File: src/rtl/clock_gen_regs.vh
// register map, field layout and default settings of the system clock generator
`ifndef CLOCK_GEN_REGS_VH
`define CLOCK_GEN_REGS_VH

`define ADDR_SYSCLK_ONE_PLL_DIVIDERS    8'hab
`define ADDR_SYSCLK_ONE_REFERENCE_SETUP 8'hac
`define ADDR_SYSCLK_TWO_PLL_DIVIDERS    8'had
`define ADDR_SYSCLK_TWO_REFERENCE_SETUP 8'hae

`define PLL_MAIN_DIV_MSB  11
`define PLL_VCO_DIV_LSB   12
`define PLL_VCO_DIV_MSB   15
`define REF_DIV_MSB       12
`define REF_SRC_BIT       14
`define REF_ENABLE_BIT    15

`define CLOCK_PARAM_COUNT 5
`define PARAM_IDX_SOURCE  3'h0
`define PARAM_IDX_ADC     3'h1
`define PARAM_IDX_TIMER   3'h2
`define PARAM_IDX_DSP     3'h3
`define PARAM_IDX_MAIN    3'h4

`define DEF_SOURCE_SEL    16'h0000
`define DEF_ADC_DIV       16'h0014
`define DEF_TIMER_DIV     16'h12c0
`define DEF_DSP_DIV       16'h0002
`define DEF_MAIN_INC_HI   16'h192a

`endif

File: src/rtl/digital_system_clock_generator.v
// main clock, divided internal clocks and two programmable system clock outputs
`timescale 1ns/1ps
`include "clock_gen_regs.vh"

module digital_system_clock_generator (
    // clock and reset
    input  wire        core_clk,
    input  wire        sys_rst,
    // crystal rate enable
    input  wire        xtal_tick,
    // host register writes
    input  wire        wr_en,
    input  wire [7:0]  wr_addr,
    input  wire [15:0] wr_data,
    // clock parameter block load
    input  wire        param_load,
    input  wire [2:0]  param_index,
    input  wire [15:0] param_data,
    // operating mode
    input  wire        idle_mode,
    // internal clock enables
    output reg         main_tick,
    output wire        adc_tick,
    output wire        general_purpose_timer,
    output wire        dsp_tick,
    output reg         host_poll_enable,
    // system clock outputs
    output wire        aux_clock_out_one,
    output wire        aux_clock_out_two
);

    // three divided internal clocks and two system clock channels
    localparam DIV_COUNT  = 3;
    localparam CHAN_COUNT = 2;

    reg  [15:0]           clock_param [0:`CLOCK_PARAM_COUNT-1];
    reg  [23:0]           main_acc;
    wire [24:0]           main_sum;
    wire [DIV_COUNT-1:0]  div_ticks;
    wire [CHAN_COUNT-1:0] sys_out;

    // defaults are those for a 19.2MHz oscillator
    always @(posedge core_clk or posedge sys_rst) begin
        if (sys_rst) begin
            clock_param[`PARAM_IDX_SOURCE] <= `DEF_SOURCE_SEL;
            clock_param[`PARAM_IDX_ADC]    <= `DEF_ADC_DIV;
            clock_param[`PARAM_IDX_TIMER]  <= `DEF_TIMER_DIV;
            clock_param[`PARAM_IDX_DSP]    <= `DEF_DSP_DIV;
            clock_param[`PARAM_IDX_MAIN]   <= `DEF_MAIN_INC_HI;
        // indices beyond the last parameter are ignored
        end else if (param_load && param_index < `CLOCK_PARAM_COUNT) begin
            clock_param[param_index] <= param_data;
        end
    end

    // phase accumulator locked to core_clk gives the main clock rate:
    // rate = core rate x increment / 2^16, the carry out is the tick
    assign main_sum = {1'b0, main_acc} + {1'b0, clock_param[`PARAM_IDX_MAIN], 8'h00};

    always @(posedge core_clk or posedge sys_rst) begin
        if (sys_rst) begin
            main_acc  <= 24'h000000;
            main_tick <= 1'b0;
        end else begin
            main_acc  <= main_sum[23:0];
            main_tick <= main_sum[24];
        end
    end

    // converter, timer and dsp dividers, source chosen per divider
    genvar d;
    generate
        for (d = 0; d < DIV_COUNT; d = d + 1) begin : g_div
            reg  [15:0] cnt;
            reg         tick;
            // a limit of zero or one divides by one
            wire [15:0] limit = clock_param[`PARAM_IDX_ADC + d];
            wire        src   = clock_param[`PARAM_IDX_SOURCE][d] ? main_tick : xtal_tick;
            always @(posedge core_clk or posedge sys_rst) begin
                if (sys_rst) begin
                    cnt  <= 16'h0000;
                    tick <= 1'b0;
                end else begin
                    tick <= 1'b0;
                    if (src) begin
                        if (cnt + 16'h0001 >= limit) begin
                            cnt  <= 16'h0000;
                            tick <= 1'b1;
                        end else begin
                            cnt <= cnt + 16'h0001;
                        end
                    end
                end
            end
            assign div_ticks[d] = tick;
        end
    endgenerate

    // every divided clock enable leaves straight from its divider flip-flop
    assign adc_tick              = div_ticks[0];
    assign general_purpose_timer = div_ticks[1];
    assign dsp_tick              = div_ticks[2];

    // in idle the host interface is only serviced on timer ticks
    always @(posedge core_clk or posedge sys_rst) begin
        if (sys_rst) begin
            host_poll_enable <= 1'b0;
        end else if (idle_mode) begin
            host_poll_enable <= div_ticks[1];
        end else begin
            host_poll_enable <= 1'b1;
        end
    end

    // two identical system clock channels
    genvar c;
    generate
        for (c = 0; c < CHAN_COUNT; c = c + 1) begin : g_sys
            localparam [7:0] PLL_ADDR = (c == 0) ? `ADDR_SYSCLK_ONE_PLL_DIVIDERS
                                                 : `ADDR_SYSCLK_TWO_PLL_DIVIDERS;
            localparam [7:0] REF_ADDR = (c == 0) ? `ADDR_SYSCLK_ONE_REFERENCE_SETUP
                                                 : `ADDR_SYSCLK_TWO_REFERENCE_SETUP;
            reg  [15:0] pll_reg;
            reg  [15:0] ref_reg;
            reg  [12:0] ref_cnt;
            reg         ref_tick;
            reg  [15:0] per_cnt;
            reg  [15:0] period;
            reg  [31:0] acc;
            reg         clk_out;
            // clearing the enable bit powersaves this channel alone
            wire        enable  = ref_reg[`REF_ENABLE_BIT];
            // reference taken from the crystal or the main clock
            wire        ref_src = ref_reg[`REF_SRC_BIT] ? main_tick : xtal_tick;
            wire [4:0]  vco_div = {1'b0, pll_reg[`PLL_VCO_DIV_MSB:`PLL_VCO_DIV_LSB]} + 5'h01;
            wire [20:0] span;
            wire [31:0] thresh;
            wire [31:0] step    = {19'h00000, pll_reg[`PLL_MAIN_DIV_MSB:0], 1'b0};
            wire [31:0] acc_sum = acc + step;
            wire        pll_hit = wr_en && (wr_addr == PLL_ADDR);
            wire        ref_hit = wr_en && (wr_addr == REF_ADDR);

            // period x V needs up to 20 bits, a 16-bit product would wrap
            assign span   = {5'h00, period} * {16'h0000, vco_div};
            assign thresh = {11'h000, span};

            // registers are write-only; other addresses match neither hit
            always @(posedge core_clk or posedge sys_rst) begin
                if (sys_rst) begin
                    pll_reg <= 16'h0000;
                    ref_reg <= 16'h0000;
                end else begin
                    if (pll_hit)
                        pll_reg <= wr_data;
                    if (ref_hit)
                        ref_reg <= wr_data;
                end
            end

            // reference divider
            always @(posedge core_clk or posedge sys_rst) begin
                if (sys_rst) begin
                    ref_cnt  <= 13'h0000;
                    ref_tick <= 1'b0;
                end else begin
                    ref_tick <= 1'b0;
                    // a powersaved channel restarts its reference count
                    if (!enable) begin
                        ref_cnt <= 13'h0000;
                    end else if (ref_src) begin
                        if (ref_cnt + 13'h0001 >= ref_reg[`REF_DIV_MSB:0]) begin
                            ref_cnt  <= 13'h0000;
                            ref_tick <= 1'b1;
                        end else begin
                            ref_cnt <= ref_cnt + 13'h0001;
                        end
                    end
                end
            end

            // measure divided reference period in core cycles, saturating
            always @(posedge core_clk or posedge sys_rst) begin
                if (sys_rst) begin
                    per_cnt <= 16'h0000;
                    period  <= 16'h0000;
                end else if (!enable) begin
                    per_cnt <= 16'h0000;
                    period  <= 16'h0000;
                end else if (ref_tick) begin
                    per_cnt <= 16'h0000;
                    // a reference slower than the counter span keeps the longest period
                    if (per_cnt == 16'hffff)
                        period <= 16'hffff;
                    else
                        period <= per_cnt + 16'h0001;
                end else if (per_cnt != 16'hffff) begin
                    per_cnt <= per_cnt + 16'h0001;
                end
            end

            // output toggles at 2N per (period x V) cycles: f = fref/R x N / V
            always @(posedge core_clk or posedge sys_rst) begin
                if (sys_rst) begin
                    acc     <= 32'h00000000;
                    clk_out <= 1'b0;
                end else if (!enable || thresh == 32'h00000000) begin
                    acc     <= 32'h00000000;
                    clk_out <= 1'b0;
                // a nonzero threshold at or below the step toggles every cycle
                end else if (acc_sum >= thresh) begin
                    acc     <= acc_sum - thresh;
                    clk_out <= ~clk_out;
                end else begin
                    acc <= acc_sum;
                end
            end
            assign sys_out[c] = clk_out;
        end
    endgenerate

    // system clock levels leave straight from their toggle flip-flops
    assign aux_clock_out_one = sys_out[0];
    assign aux_clock_out_two = sys_out[1];

endmodule // digital_system_clock_generator

File: config.mk
export PLATFORM = sky130hd
export DESIGN_NAME = digital_system_clock_generator
export DESIGN_NICKNAME = d
export VERILOG_FILES = /design/src/rtl/digital_system_clock_generator.v
export VERILOG_INCLUDE_DIRS = /design/src /design/src/rtl
export SDC_FILE = /design/constraint.sdc
export NUM_CORES = 1
export LEC_CHECK = 0
export ABC_AREA = 1
export BUFFER_PORTS_ARGS = -buffer_cell sky130_fd_sc_hd__buf_2
export CAP_MARGIN = 30
export CORE_MARGIN = 5
export CORE_UTILIZATION = 50
export DETAILED_ROUTE_END_ITERATION = 12
export PLACE_DENSITY = 0.66
export SETUP_SLACK_MARGIN = 0.2
export SKIP_CTS_REPAIR_TIMING = 1
export SYNTH_ARGS = -nofsm -noshare
export SYNTH_HDL_FRONTEND = slang
export SYNTH_SLANG_ARGS = --single-unit
File: constraint.sdc
create_clock -name core_clk -period 12.56 [get_ports core_clk]
set_clock_uncertainty 0.1 [all_clocks]
set_input_delay 0.628 -clock core_clk [delete_from_list [all_inputs] [get_ports core_clk]]
set_output_delay 0.628 -clock core_clk [all_outputs]
set_load 0.1 [all_outputs]
# Word level (Yosys, flattened, before mapping)

Cells that the tools add are included.

Register bits: 379
Bits of input ports: 49
Word-level logic and storage cells: 137

$add $sub $neg: 14
Multiply operators: 2
Order comparisons: 10
Eq/ne operators: 14
Multiplexer cells: 50
Bitwise gates (word level): 3
Reduce and logical (&&, ||, !) cells: 14

Operators with widths:

| kind                  | number |
|---|---|
| $mux 16               | 16 |
| $mux 32               | 4 |
| $add 16x1->16 const B | 5 |
| $bwmux 80             | 1 |
| $mux 13               | 6 |
| $add 32x13->32        | 2 |
| $ge 32x21->1          | 2 |
| $logic_not 32->1      | 2 |
| $sub 32x21->32        | 2 |
| $demux 16 s3          | 1 |
| $ge 16x16->1          | 3 |
| $mul 16x5->21         | 2 |
| $eq 16x16->1 const B  | 2 |
| $eq 8x8->1 const B    | 4 |
| $ne 16x16->1 const B  | 2 |
| $add 13x1->13 const B | 2 |
| $ge 13x13->1          | 2 |
| $add 24x24->25        | 1 |
| $mux 1                | 22 |
| $add 4x1->5 const B   | 2 |
| $ne 2x1->1 const B    | 4 |
| $logic_and 1x1->1     | 6 |
| $ne 3x1->1 const B    | 2 |
| $ge 4x4->1 const B    | 1 |
| other kinds (7)       | 11 |

# Depth between registers and ports, before layout

Word-level depth: 6
Gate-level depth with buffers: 35
Mapped depth without buffers: 34

# Least setup slack after synthesis

Ideal clock, no wire load.

Kind: reg-to-reg
Start point: register g_sys[1].pll_reg[12]
End point: register g_sys[1].acc[10]
Setup time: 132 ps
Arrival time: 5395 ps
Slack: 6933 ps
Cell stages (with the launch flop): 30
Clock period less this slack: 5627 ps
Cell sequence: dfrtp_1 -> ha_1 -> nand2_1 -> nor2_1 -> inv_1 -> clkbuf_1 -> nor2_1 -> fa_1 -> fa_1 -> inv_1 -> fa_1 -> inv_1 -> ha_1 -> nand2_1 -> nand2_1 -> o21bai_1 -> nand2b_1 -> nand2_1 -> nand3_1 -> and2_1 -> ha_1 -> a21oi_1 -> o21ai_0 -> a21oi_1 -> nand3_1 -> a21oi_1 -> nand2_2 -> buf_2 -> o21ai_1 -> nor2_1

Cells in the longest elaborated chain, start to end: 5
Elaborated cells on any way between the ends: 8
Those cells by class: 2 x add/sub; 1 x mul; 1 x order compare; 2 x mux; 2 x reduce/logical

Ends and longest elaborated chain:

| item                                               | line                                                                       | source |
|---|---|---|
| start, declared                                    | digital_system_clock_generator.v:123                                       | `reg [15:0] pll_reg;` |
| start signal, assigned                             | digital_system_clock_generator.v:154                                       | `pll_reg <= wr_data;` |
| $add 4x1->5 *                                      | digital_system_clock_generator.v:135                                       | `` wire [4:0] vco_div = {1'b0, pll_reg[`PLL_VCO_DIV_MSB:`PLL_VCO_DIV_LSB]} + 5'h01; `` |
| $mul 16x5->21 *                                    | digital_system_clock_generator.v:144                                       | `assign span = {5'h00, period} * {16'h0000, vco_div};` |
| $sub 32x21->32 (tied with other cells)             | digital_system_clock_generator.v:211                                       | `acc <= acc_sum - thresh;` |
| $mux 32 / $logic_or 1x1->1 (equally long branches) | digital_system_clock_generator.v:210, digital_system_clock_generator.v:206 |  |
| $mux 32 *                                          | digital_system_clock_generator.v:206                                       | `end else if (!enable \|\| thresh == 32'h00000000) begin` |
| end signal, assigned                               | digital_system_clock_generator.v:211                                       |  |
| end signal, assigned                               | digital_system_clock_generator.v:214                                       | `acc <= acc_sum;` |
| end, declared                                      | digital_system_clock_generator.v:129                                       | `reg [31:0] acc;` |

Mark *: on every way between the ends. The rest lies on a longest branch, timed or not.
A chain may end at the register's enable or synchronous reset.

# Worst setup path in the final report

Start point: register g_sys[1].pll_reg[12]
End point: register g_sys[1].acc[2]

The elaborated chain is that of the path after synthesis.

==> impl_metrics.env <==
export IMPL_slew_violations=0
export IMPL_hold_path_class="in2reg"
export IMPL_ys_types=50
export IMPL_fin_util=0.549
export IMPL_max_clock_freq_mhz=145
export IMPL_die_area_um2=61600
export IMPL_path_clk_slew_ns=0.06
export IMPL_start_util=0.504
export IMPL_fin_area_um2=30900
export IMPL_r2r_end="g_sys[1].acc[2]"
export IMPL_dpl_cell_count=4668
export IMPL_drive_above_1_share=0.0546
export IMPL_fin_ws_ns=5.68
export IMPL_grt_total_usage=0.232
export IMPL_avgSynthCellArea_um2=7.24
export IMPL_grt_max_degree=120
export IMPL_critPathBufInv=3
export IMPL_io_buffers=55
export IMPL_rr_worst_depth=26
export IMPL_synth_seq_cells=356
export IMPL_ctsLongestPathBuffers=3
export IMPL_vdd_drop_max_uv=211
export IMPL_endpoint="g_sys[1].acc[2]"
export IMPL_gr_total_overflow=0
export IMPL_seqCellArea_um2=8920
export IMPL_wirelength_um=70900
export IMPL_ant_nets=0
export IMPL_reg2reg_setup_slack_ns=5.68
export IMPL_nFillCells=5450
export IMPL_end_kind="register"
export IMPL_worst_ep_arrival_time_ns=7.20
export IMPL_fp_dieH_um=248
export IMPL_numCtsBuffers=43
export IMPL_dp_slack_ns=5.88
export IMPL_synth_fp_nets=4277
export IMPL_num_rows=87
export IMPL_grt_pass1_wl_um=118000
export IMPL_hold_slack_ns=0.266
export IMPL_clock_latency_ns=0.59
export IMPL_rsz0062_at_grt="false"
export IMPL_antennaDiodeCount=0
export IMPL_tightest_slew_ns=0.957
export IMPL_slowest_delay_ns=0.55
export IMPL_multi_input_area_um2=16500
export IMPL_viasPerCell=5.14
export IMPL_synthesis_area_um2=28400
export IMPL_vias=24400
export IMPL_cts_sinks=356
export IMPL_p_total_mw=3.43
export IMPL_cp_slowest_cell="fa_1"
export IMPL_ctsRootBufferMaster="clkbuf_16"
export IMPL_crit_required_ns=12.88
export IMPL_firstDrtPassIters=7
export IMPL_drt_iter0_drc=1626
export IMPL_synthFlopType="dfrtp_1"
export IMPL_crit_top_cell="nand2_1"
export IMPL_synthArstFlopShare=1.00
export IMPL_grt_pass1_vias=23600
export IMPL_powerDensity_nw_per_um2=111
export IMPL_syn_inst=3916
export IMPL_final_setup_viol_count=0
export IMPL_slew_limit_headroom=0.362
export IMPL_cp_top_family="adder cells"
export IMPL_nets=4321
export IMPL_max_cap_viol_count=0
export IMPL_setup_tns_ns=0
export IMPL_wire_per_inst_um=14.9
export IMPL_timing_setup_critical_path_class="reg2reg"
export IMPL_hold_viol=0
export IMPL_cts_tree="yes"
export IMPL_synth_edf_count=0
export IMPL_drc=0
export IMPL_antenna_found_initial=1
export IMPL_placed_area_um2=29400
export IMPL_post_dp_hpwl_um=55500
export IMPL_io_pins=56
export IMPL_largest_reg_flops=64
export IMPL_core_um2=56300
export IMPL_timing_final_crit_share=0.547
export IMPL_cts_htree_levels=2
export IMPL_fin_cells=4750
export IMPL_cp_startpoint="g_sys[1].pll_reg[12]"
export IMPL_synthToLayoutAreaGrowth_pct=8.90
export IMPL_status="complete, no violations"
export IMPL_critPathLaunchType="register"
export IMPL_yosysWarnings=0
export IMPL_r2r_start="g_sys[1].pll_reg[12]"
export IMPL_max_flop_register="g_sys.acc"
export IMPL_path_depth=26
export IMPL_min_path_cells=2
export IMPL_p_leak_nw=16.5
export IMPL_gp_congestion=0.906
export IMPL_min_period_ns=6.88
export IMPL_synth_yosys_seq_area_share=0.315
export IMPL_die_x_um=248
export IMPL_critPathMaxFanout=50
==> synth_stat cells, types with 8 or more instances <==
| cell | count | area share |
|---|---|---|
| nand4_1 | 44 | 0.0097 |
| o21ai_0 | 254 | 0.045 |
| nand3_1 | 227 | 0.040 |
| fa_1 | 89 | 0.063 |
| nand2_1 | 908 | 0.12 |
| o22ai_1 | 67 | 0.015 |
| o21bai_1 | 8 | 0.0021 |
| and2_1 | 9 | 0.0020 |
| clkbuf_1 | 54 | 0.0071 |
| xor2_1 | 131 | 0.040 |
| nand3b_1 | 26 | 0.0069 |
| nand2_2 | 13 | 0.0029 |
| ha_1 | 223 | 0.098 |
| nor3_1 | 52 | 0.0092 |
| inv_1 | 677 | 0.090 |
| nor2_1 | 419 | 0.055 |
| nor2_2 | 11 | 0.0024 |
| dfstp_2 | 13 | 0.012 |
| a21oi_1 | 172 | 0.030 |
| xnor2_1 | 43 | 0.013 |
| o21ai_1 | 25 | 0.0044 |
| dfrtp_1 | 343 | 0.30 |
==> report_power, final <==
part	internal, mW	switching, mW	leakage [nW]	total [mW]
combinational	0.306	0.527	11.0	0.833
sequential	1.26	0.0670	4.78	1.32
clock	0.746	0.526	0.719	1.27
total	2.31	1.12	16.5	3.43
==> worst min path at each step <==
stage	slack (ns)	from	endpoint
floorplan	0.34	main_acc[8]	main_acc[8]
CTS	0.15	sys_rst	g_sys[1].ref_cnt[7]
global route	0.22	idle_mode	host_poll_enable
global placement	0.35	main_acc[8]	main_acc[8]
finish	0.27	idle_mode	host_poll_enable
detailed placement	0.36	main_acc[8]	main_acc[8]
==> per-layer routing <==
metal / share of wire / track usage
met4: 0.028 / 0.0604
met1: 0.47 / 0.318
met3: 0.043 / 0.0306
met5: 0 / 0
met2: 0.46 / 0.391
==> area by class of cell <==
class / count / area share
multi-input combinational: 2800 / 0.535
sequential: 356 / 0.289
inverter: 687 / 0.0838
clock buffer: 55 / 0.0389
tap: 756 / 0.0306
timing repair buffer: 72 / 0.0147
clock inverter: 24 / 0.00814
==> placed cells by master (no fill, tap or decap), drive strengths merged, types with 7 or more instances in the layout <==
master  count
o22ai      67
fa         89
nor3       54
nand3b     26
a21o        7
nand3     233
a21oi     173
clkbuf     55
nand2     921
and2        9
dfstp      13
nor4        8
xnor2      43
or2         7
buf        71
nand4      45
o21ai     279
inv       688
o21bai      8
a31oi       7
dfrtp     343
nor2      434
xor2      131
clkinv     17
ha        223
==> logic make-up (layout without fill, tap and decap cells) <==
kind of cell / Yosys count / in the layout / synth area share
XOR/XNOR: 174 / 174 / 0.0537
flip-flops: 356 / 356 / 0.315
AO/OA/AOI/OAI: 569 / 569 / 0.108
buffers and inverters: 760 / 838 / 0.103
AND/OR/NAND/NOR: 1743 / 1743 / 0.259
multiplexers: 2 / 2 / 0.000706
adder cells (fa/ha/maj): 312 / 312 / 0.161
(Power assumes the default switching activity.)
